$ cat src/timer_pkg.sv
// Purpose: Shared constants and carrier types of the dual timer/counter unit
// Assumes: APB slave with 32-bit data, one register per aligned word
// Notes:   Register byte address is four times the register index
package timer_pkg;

   // ***********************************************************
   // Register indices (byte address = index * 4)
   // ***********************************************************
   localparam logic [7:0] IDX_RUN_FLAG_CTRL = 8'h88;
   localparam logic [7:0] IDX_MODE_SELECT   = 8'h89;
   localparam logic [7:0] IDX_T0_LOW        = 8'hA0;
   localparam logic [7:0] IDX_T0_HIGH       = 8'hA1;
   localparam logic [7:0] IDX_T1_LOW        = 8'hA2;
   localparam logic [7:0] IDX_T1_HIGH       = 8'hA3;
   localparam logic [7:0] IDX_CYCLE_CTRL    = 8'hA4;

   // ***********************************************************
   // Reset values
   // ***********************************************************
   localparam logic [7:0] RST_RUN_FLAG_CTRL = 8'h00;
   localparam logic [7:0] RST_MODE_SELECT   = 8'h00;
   localparam logic [7:0] RST_COUNT         = 8'h00;

   // ***********************************************************
   // Field positions
   // ***********************************************************
   localparam int T1_GATE  = 7;
   localparam int T1_CT    = 6;
   localparam int T1_M_HI  = 5;
   localparam int T1_M_LO  = 4;
   localparam int T0_GATE  = 3;
   localparam int T0_CT    = 2;
   localparam int T0_M_HI  = 1;
   localparam int T0_M_LO  = 0;
   localparam int TF1_POS  = 7;
   localparam int TR1_POS  = 6;
   localparam int TF0_POS  = 5;
   localparam int TR0_POS  = 4;
   localparam int IE0_POS  = 1;
   localparam int IT0_POS  = 0;
   localparam int FAST_POS = 0;

   // ***********************************************************
   // Modes and machine cycle timing
   // ***********************************************************
   localparam logic [1:0] MODE_13     = 2'h0;
   localparam logic [1:0] MODE_16     = 2'h1;
   localparam logic [1:0] MODE_RELOAD = 2'h2;
   localparam logic [1:0] MODE_SPLIT  = 2'h3;
   localparam int         CYCLES_STD  = 12;
   localparam int         CYCLES_FAST = 6;
   localparam logic [3:0] LAST_STD    = 4'(CYCLES_STD - 1);
   localparam logic [3:0] LAST_FAST   = 4'(CYCLES_FAST - 1);

   localparam int APB_ADDR_W = 12;

   typedef struct packed {
      logic                  psel;
      logic                  penable;
      logic                  pwrite;
      logic [APB_ADDR_W-1:0] paddr;
      logic [31:0]           pwdata;
   } apb_req_t;

   typedef struct packed {
      logic [31:0] prdata;
      logic        pready;
      logic        pslverr;
   } apb_rsp_t;

   typedef struct packed {
      logic timer0_count_pin;
      logic timer1_count_pin;
      logic ext_irq0_pin;
      logic ext_irq1_pin;
   } timer_pins_t;

   typedef struct packed {
      logic timer0_ack;
      logic timer1_ack;
      logic ext_irq0_ack;
   } vector_ack_t;

endpackage : timer_pkg

$ cat src/dual_timer_counter_unit.sv
// Purpose: Two timer/counters with mode, run and flag registers on APB
// Assumes: Pins are asynchronous; acks come from logic on clk_sys
// Notes:   Counting and sampling are timed by machine cycle strobes
// Operation
// - Timer function counts once per machine cycle
// - Counter samples pin once, counts falling edge
// - Edge count appears at next update phase
// - Mode 0 is 13-bit, wrap sets flag
// - Count only when run and gate allow, except split TH0 (TR1 alone) and timer 1 while timer 0 splits (gate alone)
// - Mode 1 is full 16-bit, wrap sets flag
// - Mode 2 low byte reloads from high
// - Timer 1 in mode 3 holds count
// - Timer 0 mode 3 splits into two bytes
// - Mode register nibbles and mode encodings
// - Gate bit lets interrupt pin enable counting
// - Function bit selects cycles or pin edges
// - Overflow flag set on wrap, cleared on vector
// - Interrupt 0 flag set, edge mode clears
// - Type bit picks low level or falling edge
// - Mode and control registers reset to zero
// - Absent pins give no count or gating
module dual_timer_counter_unit
   import timer_pkg::*;
#(
   parameter bit HAS_T0_PIN   = 1'b0,
   parameter bit HAS_EXT_IRQ1_PIN_PIN = 1'b0
) (
   input  wire logic        clk_sys,
   input  wire logic        reset_n,
   input  wire apb_req_t    apb_req,
   output apb_rsp_t         apb_rsp,
   input  wire timer_pins_t pins,
   input  wire vector_ack_t vector_ack,
   output logic             timer0_overflow_flag,
   output logic             timer1_overflow_flag,
   output logic             ext_irq0_request_flag
);

   // ***********************************************************
   // State
   // ***********************************************************
   typedef struct packed {
      logic [3:0]  ph;
      logic        fast;
      logic [7:0]  timer_mode_select;
      logic        tf1;
      logic        tr1;
      logic        tf0;
      logic        tr0;
      logic        ie0;
      logic        it0;
      logic [7:0]  tl0;
      logic [7:0]  th0;
      logic [7:0]  tl1;
      logic [7:0]  th1;
      logic [2:0]  sy_c0;
      logic [2:0]  sy_c1;
      logic [2:0]  sy_i0;
      logic [2:0]  sy_i1;
      logic        lv_c0;
      logic        lv_c1;
      logic        lv_i0;
      logic        lv_i1;
      logic        sm_c0;
      logic        sm_c1;
      logic        sm_i0;
      logic        pend0;
      logic        pend1;
      logic [31:0] prdata;
      logic        pready;
      logic        pslverr;
   } state_t;

   localparam state_t STATE_RST = '{
      ph: 4'h0, fast: 1'b0, timer_mode_select: RST_MODE_SELECT,
      tf1: RST_RUN_FLAG_CTRL[TF1_POS], tr1: RST_RUN_FLAG_CTRL[TR1_POS],
      tf0: RST_RUN_FLAG_CTRL[TF0_POS], tr0: RST_RUN_FLAG_CTRL[TR0_POS],
      ie0: RST_RUN_FLAG_CTRL[IE0_POS], it0: RST_RUN_FLAG_CTRL[IT0_POS],
      tl0: RST_COUNT, th0: RST_COUNT, tl1: RST_COUNT, th1: RST_COUNT,
      sy_c0: 3'h7, sy_c1: 3'h7, sy_i0: 3'h7, sy_i1: 3'h7,
      lv_c0: 1'b1, lv_c1: 1'b1, lv_i0: 1'b1, lv_i1: 1'b1,
      sm_c0: 1'b1, sm_c1: 1'b1, sm_i0: 1'b1, pend0: 1'b0, pend1: 1'b0,
      prdata: 32'h0000_0000, pready: 1'b0, pslverr: 1'b0};

   state_t r;
   state_t r_nxt;

   // ***********************************************************
   // Helpers
   // ***********************************************************
   // Returns {overflow, high byte, low byte} after one count step
   function automatic logic [16:0] step(input logic [1:0] m, input logic [7:0] tl,
                                        input logic [7:0] th);
      logic [13:0] s13;
      logic [16:0] s16;
      logic [8:0]  s8;
      s13 = {1'b0, th, tl[4:0]} + 14'h0001;
      s16 = {1'b0, th, tl} + 17'h00001;
      s8  = {1'b0, tl} + 9'h001;
      case (m)
         MODE_13:     step = {s13[13], s13[12:5], tl[7:5], s13[4:0]};
         MODE_16:     step = s16;
         MODE_RELOAD: step = {s8[8], th, (s8[8] ? th : s8[7:0])};
         default:     step = {s8[8], th, s8[7:0]};
      endcase
   endfunction

   function automatic logic [2:0] sync3(input logic [2:0] s, input logic pin);
      sync3 = {s[1:0], pin};
   endfunction

   // A change counts once the second and third stages agree
   function automatic logic settle(input logic [2:0] s, input logic lv);
      settle = (s[1] == s[2]) ? s[2] : lv;
   endfunction

   logic [1:0] m0;
   logic [1:0] m1;
   logic       split;
   logic       upd;
   logic       smp;
   logic       acc;
   logic       wr_any;
   logic [7:0] idx;
   logic       hit;
   logic       set_tf0;
   logic       set_tf1;
   logic       run0;
   logic       run1;
   logic       inc0;
   logic       inc0h;
   logic       inc1;

   assign m0    = r.timer_mode_select[T0_M_HI:T0_M_LO];
   assign m1    = r.timer_mode_select[T1_M_HI:T1_M_LO];
   assign split = (m0 == MODE_SPLIT);
   assign upd   = (r.ph == 4'h0);
   assign smp   = (r.ph >= (r.fast ? LAST_FAST : LAST_STD));
   assign acc   = apb_req.psel & apb_req.penable;
   assign idx   = apb_req.paddr[9:2];
   assign hit   = (apb_req.paddr[1:0] == 2'h0)
                & (apb_req.paddr[APB_ADDR_W-1:10] == '0)
                & ((idx == IDX_RUN_FLAG_CTRL) | (idx == IDX_MODE_SELECT)
                 | (idx == IDX_T0_LOW) | (idx == IDX_T0_HIGH) | (idx == IDX_T1_LOW)
                 | (idx == IDX_T1_HIGH) | (idx == IDX_CYCLE_CTRL));
   assign wr_any = acc & r.pready & apb_req.pwrite;

   assign run0  = r.tr0 & (~r.timer_mode_select[T0_GATE] | r.lv_i0);
   assign run1  = (split | r.tr1) & (~r.timer_mode_select[T1_GATE] | r.lv_i1);
   assign inc0  = upd & run0 & (r.timer_mode_select[T0_CT] ? r.pend0 : 1'b1);
   // High byte of split timer 0 runs on timer 1 run bit
   assign inc0h = upd & split & r.tr1;
   // Timer 1 held in mode 3
   assign inc1  = upd & run1 & (m1 != MODE_SPLIT) & (r.timer_mode_select[T1_CT] ? r.pend1 : 1'b1);

   // ***********************************************************
   // Next state
   // ***********************************************************
   always_comb begin
      logic [16:0] s0;
      logic [16:0] s1;
      logic [8:0]  sh;
      logic [7:0]  rd;
      rd = 8'h00;
      r_nxt = r;
      s0 = step(m0, r.tl0, r.th0);
      s1 = step(m1, r.tl1, r.th1);
      sh = {1'b0, r.th0} + 9'h001;
      set_tf0 = 1'b0;
      set_tf1 = 1'b0;
      r_nxt.ph = smp ? 4'h0 : r.ph + 4'h1;

      // Missing pins read as idle high
      r_nxt.sy_c0 = sync3(r.sy_c0, HAS_T0_PIN ? pins.timer0_count_pin : 1'b1);
      r_nxt.sy_c1 = sync3(r.sy_c1, pins.timer1_count_pin);
      r_nxt.sy_i0 = sync3(r.sy_i0, pins.ext_irq0_pin);
      r_nxt.sy_i1 = sync3(r.sy_i1, HAS_EXT_IRQ1_PIN_PIN ? pins.ext_irq1_pin : 1'b1);
      r_nxt.lv_c0 = settle(r.sy_c0, r.lv_c0);
      r_nxt.lv_c1 = settle(r.sy_c1, r.lv_c1);
      r_nxt.lv_i0 = settle(r.sy_i0, r.lv_i0);
      r_nxt.lv_i1 = settle(r.sy_i1, r.lv_i1);

      // Pending edge consumed at next update phase
      if (upd) begin
         r_nxt.pend0 = 1'b0;
         r_nxt.pend1 = 1'b0;
      end
      // Sample once per cycle, high then low counts
      if (smp) begin
         r_nxt.sm_c0 = r.lv_c0;
         r_nxt.sm_c1 = r.lv_c1;
         r_nxt.sm_i0 = r.lv_i0;
         if (r.sm_c0 & ~r.lv_c0) begin
            r_nxt.pend0 = 1'b1;
         end
         if (r.sm_c1 & ~r.lv_c1) begin
            r_nxt.pend1 = 1'b1;
         end
      end

      if (inc0) begin
         r_nxt.tl0 = s0[7:0];
         r_nxt.th0 = s0[15:8];
         set_tf0   = s0[16];
      end
      if (inc0h) begin
         r_nxt.th0 = sh[7:0];
         set_tf1   = sh[8];
      end
      if (inc1) begin
         r_nxt.tl1 = s1[7:0];
         r_nxt.th1 = s1[15:8];
         set_tf1   = set_tf1 | (s1[16] & ~split);
      end

      // Bus read and write
      case (idx)
         IDX_RUN_FLAG_CTRL: rd = {r.tf1, r.tr1, r.tf0, r.tr0, 2'b00, r.ie0, r.it0};
         IDX_MODE_SELECT:   rd = r.timer_mode_select;
         IDX_T0_LOW:        rd = r.tl0;
         IDX_T0_HIGH:       rd = r.th0;
         IDX_T1_LOW:        rd = r.tl1;
         IDX_T1_HIGH:       rd = r.th1;
         IDX_CYCLE_CTRL:    rd = {7'h00, r.fast};
         default:           rd = 8'h00;
      endcase
      r_nxt.pready = acc & ~r.pready;
      if (acc & ~r.pready) begin
         r_nxt.prdata  = {24'h000000, (hit ? rd : 8'h00)};
         r_nxt.pslverr = ~hit;
      end else if (~acc) begin
         r_nxt.pslverr = 1'b0;
      end
      if (wr_any & hit) begin
         case (idx)
            IDX_RUN_FLAG_CTRL: begin
               r_nxt.tf1 = apb_req.pwdata[TF1_POS];
               r_nxt.tr1 = apb_req.pwdata[TR1_POS];
               r_nxt.tf0 = apb_req.pwdata[TF0_POS];
               r_nxt.tr0 = apb_req.pwdata[TR0_POS];
               r_nxt.ie0 = apb_req.pwdata[IE0_POS];
               r_nxt.it0 = apb_req.pwdata[IT0_POS];
            end
            IDX_MODE_SELECT: r_nxt.timer_mode_select = apb_req.pwdata[7:0];
            IDX_T0_LOW:      r_nxt.tl0  = apb_req.pwdata[7:0];
            IDX_T0_HIGH:     r_nxt.th0  = apb_req.pwdata[7:0];
            IDX_T1_LOW:      r_nxt.tl1  = apb_req.pwdata[7:0];
            IDX_T1_HIGH:     r_nxt.th1  = apb_req.pwdata[7:0];
            IDX_CYCLE_CTRL:  r_nxt.fast = apb_req.pwdata[FAST_POS];
            default:         r_nxt.fast = r.fast;
         endcase
      end

      if (vector_ack.timer0_ack) begin
         r_nxt.tf0 = 1'b0;
      end
      if (vector_ack.timer1_ack) begin
         r_nxt.tf1 = 1'b0;
      end
      if (set_tf0) begin
         r_nxt.tf0 = 1'b1;
      end
      if (set_tf1) begin
         r_nxt.tf1 = 1'b1;
      end

      // Edge flag cleared on vector; level mode follows pin
      // Type bit picks level or falling edge
      if (vector_ack.ext_irq0_ack & r.it0) begin
         r_nxt.ie0 = 1'b0;
      end
      if (smp) begin
         if (r.it0) begin
            if (r.sm_i0 & ~r.lv_i0) begin
               r_nxt.ie0 = 1'b1;
            end
         end else begin
            r_nxt.ie0 = ~r.lv_i0;
         end
      end
   end

   always_ff @(posedge clk_sys or negedge reset_n) begin
      if (!reset_n) begin
         r <= STATE_RST;
      end else begin
         r <= r_nxt;
      end
   end

   assign apb_rsp               = '{prdata: r.prdata, pready: r.pready, pslverr: r.pslverr};
   assign timer0_overflow_flag  = r.tf0;
   assign timer1_overflow_flag  = r.tf1;
   assign ext_irq0_request_flag = r.ie0;
endmodule // dual_timer_counter_unit

$ cat config.mk
export PLATFORM = sky130hd
export DESIGN_NAME = dual_timer_counter_unit
export DESIGN_NICKNAME = d
export VERILOG_FILES = /design/src/timer_pkg.sv /design/src/dual_timer_counter_unit.sv
export SDC_FILE = /design/constraint.sdc
export NUM_CORES = 1
export LEC_CHECK = 0
export BUFFER_PORTS_ARGS = -buffer_cell sky130_fd_sc_hd__buf_2
export CAP_MARGIN = 20
export CORE_ASPECT_RATIO = 0.6
export CORE_MARGIN = 2
export CORE_UTILIZATION = 55
export CTS_BUF_LIST = sky130_fd_sc_hd__clkbuf_16
export DETAILED_ROUTE_END_ITERATION = 6
export PLACE_DENSITY = 0.87
export SLEW_MARGIN = 20
export SYNTH_ARGS = -nofsm -noshare
export SYNTH_HDL_FRONTEND = slang
export SYNTH_SLANG_ARGS = --single-unit
$ cat constraint.sdc
create_clock -name clk_sys -period 3.2 [get_ports clk_sys]
set_clock_uncertainty 0.15 [all_clocks]
set_input_delay 0.32 -clock clk_sys [delete_from_list [all_inputs] [get_ports clk_sys]]
set_output_delay 0.32 -clock clk_sys [all_outputs]
set_load 0.02 [all_outputs]
## After elaboration in Yosys (flattened, before gate mapping)

Index checks and enable logic that the tools add are counted.

| storage, ports and cells | value |
|---|---|
| register bits | 73 |
| output and inout port bits | 37 |
| word-level logic and storage cells | 132 |

| cells by class | value |
|---|---|
| add/sub/neg operators | 8 |
| $lt $le $gt $ge | 1 |
| equality and inequality tests | 16 |
| mux-type cells | 35 |
| bitwise logic cells | 34 |
| reduce and logical (&&, ||, !) cells | 14 |

Operator list:

| kind | count |
|---|---|
| 17-bit case mux with 3 select lines | 2 |
| 8-bit two-way mux | 8 |
| 8-bit == test (second input constant) | 7 |
| 8-bit case mux with 7 select lines | 1 |
| 38-bit two-way mux | 1 |
| 16-bit by 1-bit adder with 17-bit output (second input constant) | 2 |
| 16-bit two-way mux | 2 |
| 13-bit by 1-bit adder with 14-bit output (second input constant) | 2 |
| 8-bit by 1-bit adder with 9-bit output (second input constant) | 3 |
| 1-bit bitwise AND | 19 |
| 1-bit two-way mux | 17 |
| 3-bit nonzero test | 4 |
| 2-bit AND reduction | 5 |
| 1-bit OR | 9 |
| 2-bit zero test | 4 |
| 4-bit two-way mux | 2 |
| 2-bit == test (second input constant) | 3 |
| 6-bit two-way mux | 1 |
| 1-bit NOT | 6 |
| 4-bit by 1-bit adder with 4-bit output (second input constant) | 1 |
| 2-bit by 1-bit == test with 1-bit output (second input constant) | 2 |
| 4-bit >= comparator | 1 |
| 4-bit zero test | 1 |
| 2-bit != test (second input constant) | 2 |
| other kinds (2) | 3 |

## Longest topological paths before layout

| logic depth | value |
|---|---|
| depth in word-level cells | 14 |
| depth in mapped cells | 10 |
| gate-level depth less buffers | 8 |

## Least setup slack after synthesis

No wires, ideal clock.

| timing path | value |
|---|---|
| path type | reg-to-reg |
| from | reg r[102] (netlist bit) |
| to | reg r[69] (netlist bit) |
| arrival time | 2,507 ps |
| required time | 2,919 ps |
| path slack | 412 ps |
| stages on the path, launching flop included | 10 |
| buffers on the path | 1 |
| cells stage by stage | dfrtp_1 > inv_1 > ha_1 > or3b_1 > buf_2 > a2111o_1 > or4_1 > xnor2_1 > a311oi_1 > a21oi_2 |

RTL lines:

| item | line | source |
|---|---|---|
| from (decl) | dual_timer_counter_unit.sv:85 | `state_t r;` |
| from (signal assigned) | dual_timer_counter_unit.sv:287 | `r <= r_nxt;` |

==> out/results.ini <==
[critical_path]
crit_path_cell_trace = inv_1 -> nor4_1 -> mux2_2 -> nand2_1 -> a31oi_1 -> a221o_1
criticalPathCategory = register to register
critPathLaunchType = register
slowest_stage = nor4_1
end_kind = register
path_delay_family = simple AND/OR/NAND/NOR gates
crit_arrival_ns = 2.93
crit_fanout = 9
cp.required_ns = 3.26
crit_buf_inv = 1
cp_slowest_stage_delay_ns = 0.95

[route]
wl_per_cell_um = 20.5
drtPass1Iterations = 7
drt_iter0_drc = 818
ant_nets = 0
highest_layer = met4
wl_met1_um = 6070
route.met2.wl_um = 5820
route.met3.wl_um = 2100
dr_total_vias = 4555
drc = 6
wl_um = 14300
viasPerCell = 6.55

[cts]
holdBufCountCts = 3
post-cts-setup-buffers = 0
ctsResizeCount = 0
cts_buffers = 9
clockRootBuffer = clkbuf_16
clockBufferDepth = 2
clkSinkCount = 72
h-tree-depth = 3
worst_skew_pair.late_latency_ns = 0.34
clkSlewWorstSetupHoldPaths_ns = 0.05
cts_tree = built

[run]
maxCapViolCount = 0

[placed_design]
post-place-ws_ns = 0.355
gp_congestion = 1.09
dpl_cell_area_mm2 = 0.00496
port-buffer-count = 42
dp_hpwl_um = 10300

[logic_synthesis]
yosysWarnings = 0
synth_fa_ha_area_share_pct = 2.51
synth_top_family_by_area = compound AO/OA/AOI/OAI gates
synth_edf_count = 0
synthXorXnorAreaFrac_pct = 2.20
yosysSeqAreaShare_pct = 37.9
async_flop_share_pct = 100
yosysTopAreaCellShare_pct = 32.4
ys_top_cells_by_count = dfrtp_1 (62), nand2_1 (57), o21ai_0 (44)
ys.flop_type = dfrtp_1
muxShareOfSynthArea_pct = 6.64
syn_inst = 550
synth.most_common_cell = dfrtp_1
synth-compound-area-share_pct = 21.1
synth-simple-area-share_pct = 20.2
postSynthAreaPerCell_um2 = 8.70
syn_area_mm2 = 0.00478
synth_cell_types = 66
ys_ff_latch = 72
yosysTopAreaCell = dfrtp_1
yosys-top-cells-area = dfrtp_1 (32%), dfstp_2 (5.5%), buf_4 (5.3%)

[cells_and_area]
nets = 642
area_growth_pct = 10.2
antennaDiodeCount = 0
drive_gt1_share_pct = 18.4
final_area_mm2 = 0.00527

[status]
violations = DRC
status = finished, violations left

[pwr]
ir_worst_vdd_mv = 0.330
leakage_uw = 0.00231
power_density_mw_per_mm2 = 450
power_uw = 2370

[die]
core_mm2 = 0.00849
io_pins = 93
dieArea_mm2 = 0.00948
die_w_um = 124
rows = 26
die_height_um = 76.2
start_util_pct = 56.3

[global_routing]
grt_max_degree = 63
antenna_found_initial = 0
gr-total-overflow = 0
grt_pass1_vias = 4197
grt_usage_pct = 30.3
grt_pass1_wl_um = 22400

[sta]
hold_viol_final = 0
worst_pin_slew_ns = 1.07
fmax_ghz = 0.349
fin_crit_sh_pct = 89.6
min_period_ns = 2.87
relSlewSlack_pct = 27.8
slew_viol_final = 0
rsz0062_at_grt = no
finalWorstSetupSlack_ns = 0.332
setup_viol = 0
setup_tns_ns = 0

[worst_hold_path]
hold_class = input pin to register

-- flip-flops by register name, summed over array words and instances (netlist names) --
| signal | cells |
|---|---|
| m1 | 2 |
| timer1_overflow_flag | 1 |
| r | 55 |
| timer0_overflow_flag | 1 |
| ext_irq0_request_flag | 1 |
| apb_rsp | 10 |
| m0 | 2 |
-- per-layer routing --
layer,vias up,GRT usage [%]
met5,-,0
met4,0,8.88
met3,33,10.6
met2,346,42.2
met1,2162,44.4
li1,2014,-
-- layout make-up --
class,instances,area [um2]
Inverter,16,60.1
Sequential cell,72,1810
Clock buffer,9,225
Tap cell,112,140
Fill cell,709,3220
Multi-Input combinational cell,417,2610
Clock inverter,7,55.1
Timing Repair Buffer,62,368
-- where the power goes --
part / total [uW] / switching [uW] / internal [uW]
clock: 961 / 372 / 589
combinational: 365 / 232 / 133
sequential: 1040 / 53.8 / 991
-- worst paths after layout --
path | start | endpoint | slack [ns] | cells past startpoint
worst max-delay path | r[55]$_DFF_PN0_ | r[60]$_DFF_PN0_ | 0.33 | 6
worst min-delay path | vector_ack[2] | timer0_overflow_flag$_DFFE_PN0P_ | 0.02 | 2
worst max register to register | r[55]$_DFF_PN0_ | r[60]$_DFF_PN0_ | 0.33 | 6
worst min register to register | r[46]$_DFF_PN1_ | r[47]$_DFF_PN1_ | 0.20 | 0
max in group asynchronous | reset_n | r[34]$_DFF_PN0_ | 1.59 | 3
min in group asynchronous | reset_n | r[103]$_DFF_PN0_ | 0.23 | 2
-- per-stage QoR --
stage          instances  utilization [%]  hold WS, ns
2_1_floorplan        573                -       -0.126
3_3_place_gp         676             58.4       0.0413
3_5_place_dp         676             58.4       0.0466
4_1_cts              695             62.1       0.0144
5_1_grt              695             62.1       0.0182
6_report             695             62.1       0.0169
-- cells in the final DEF (no fill, tap or decap), types with 12 or more instances in the layout --
master,count
a31oi_1,12
mux2_2,14
nor2_1,28
buf_2,42
buf_4,17
a21oi_1,35
nand3_1,20
mux2i_1,16
inv_1,18
conb_1,24
o21ai_0,44
nand2_1,57
dfrtp_1,62
-- kinds of logic after synthesis --
family,count (synthesis)
multiplexers,30
AND/OR/NAND/NOR,186
adder cells (fa/ha/maj),10
other,1
AO/OA/AOI/OAI,155
buffers and inverters,84
flip-flops,72
XOR/XNOR,12
(Power assumes the default switching activity.)
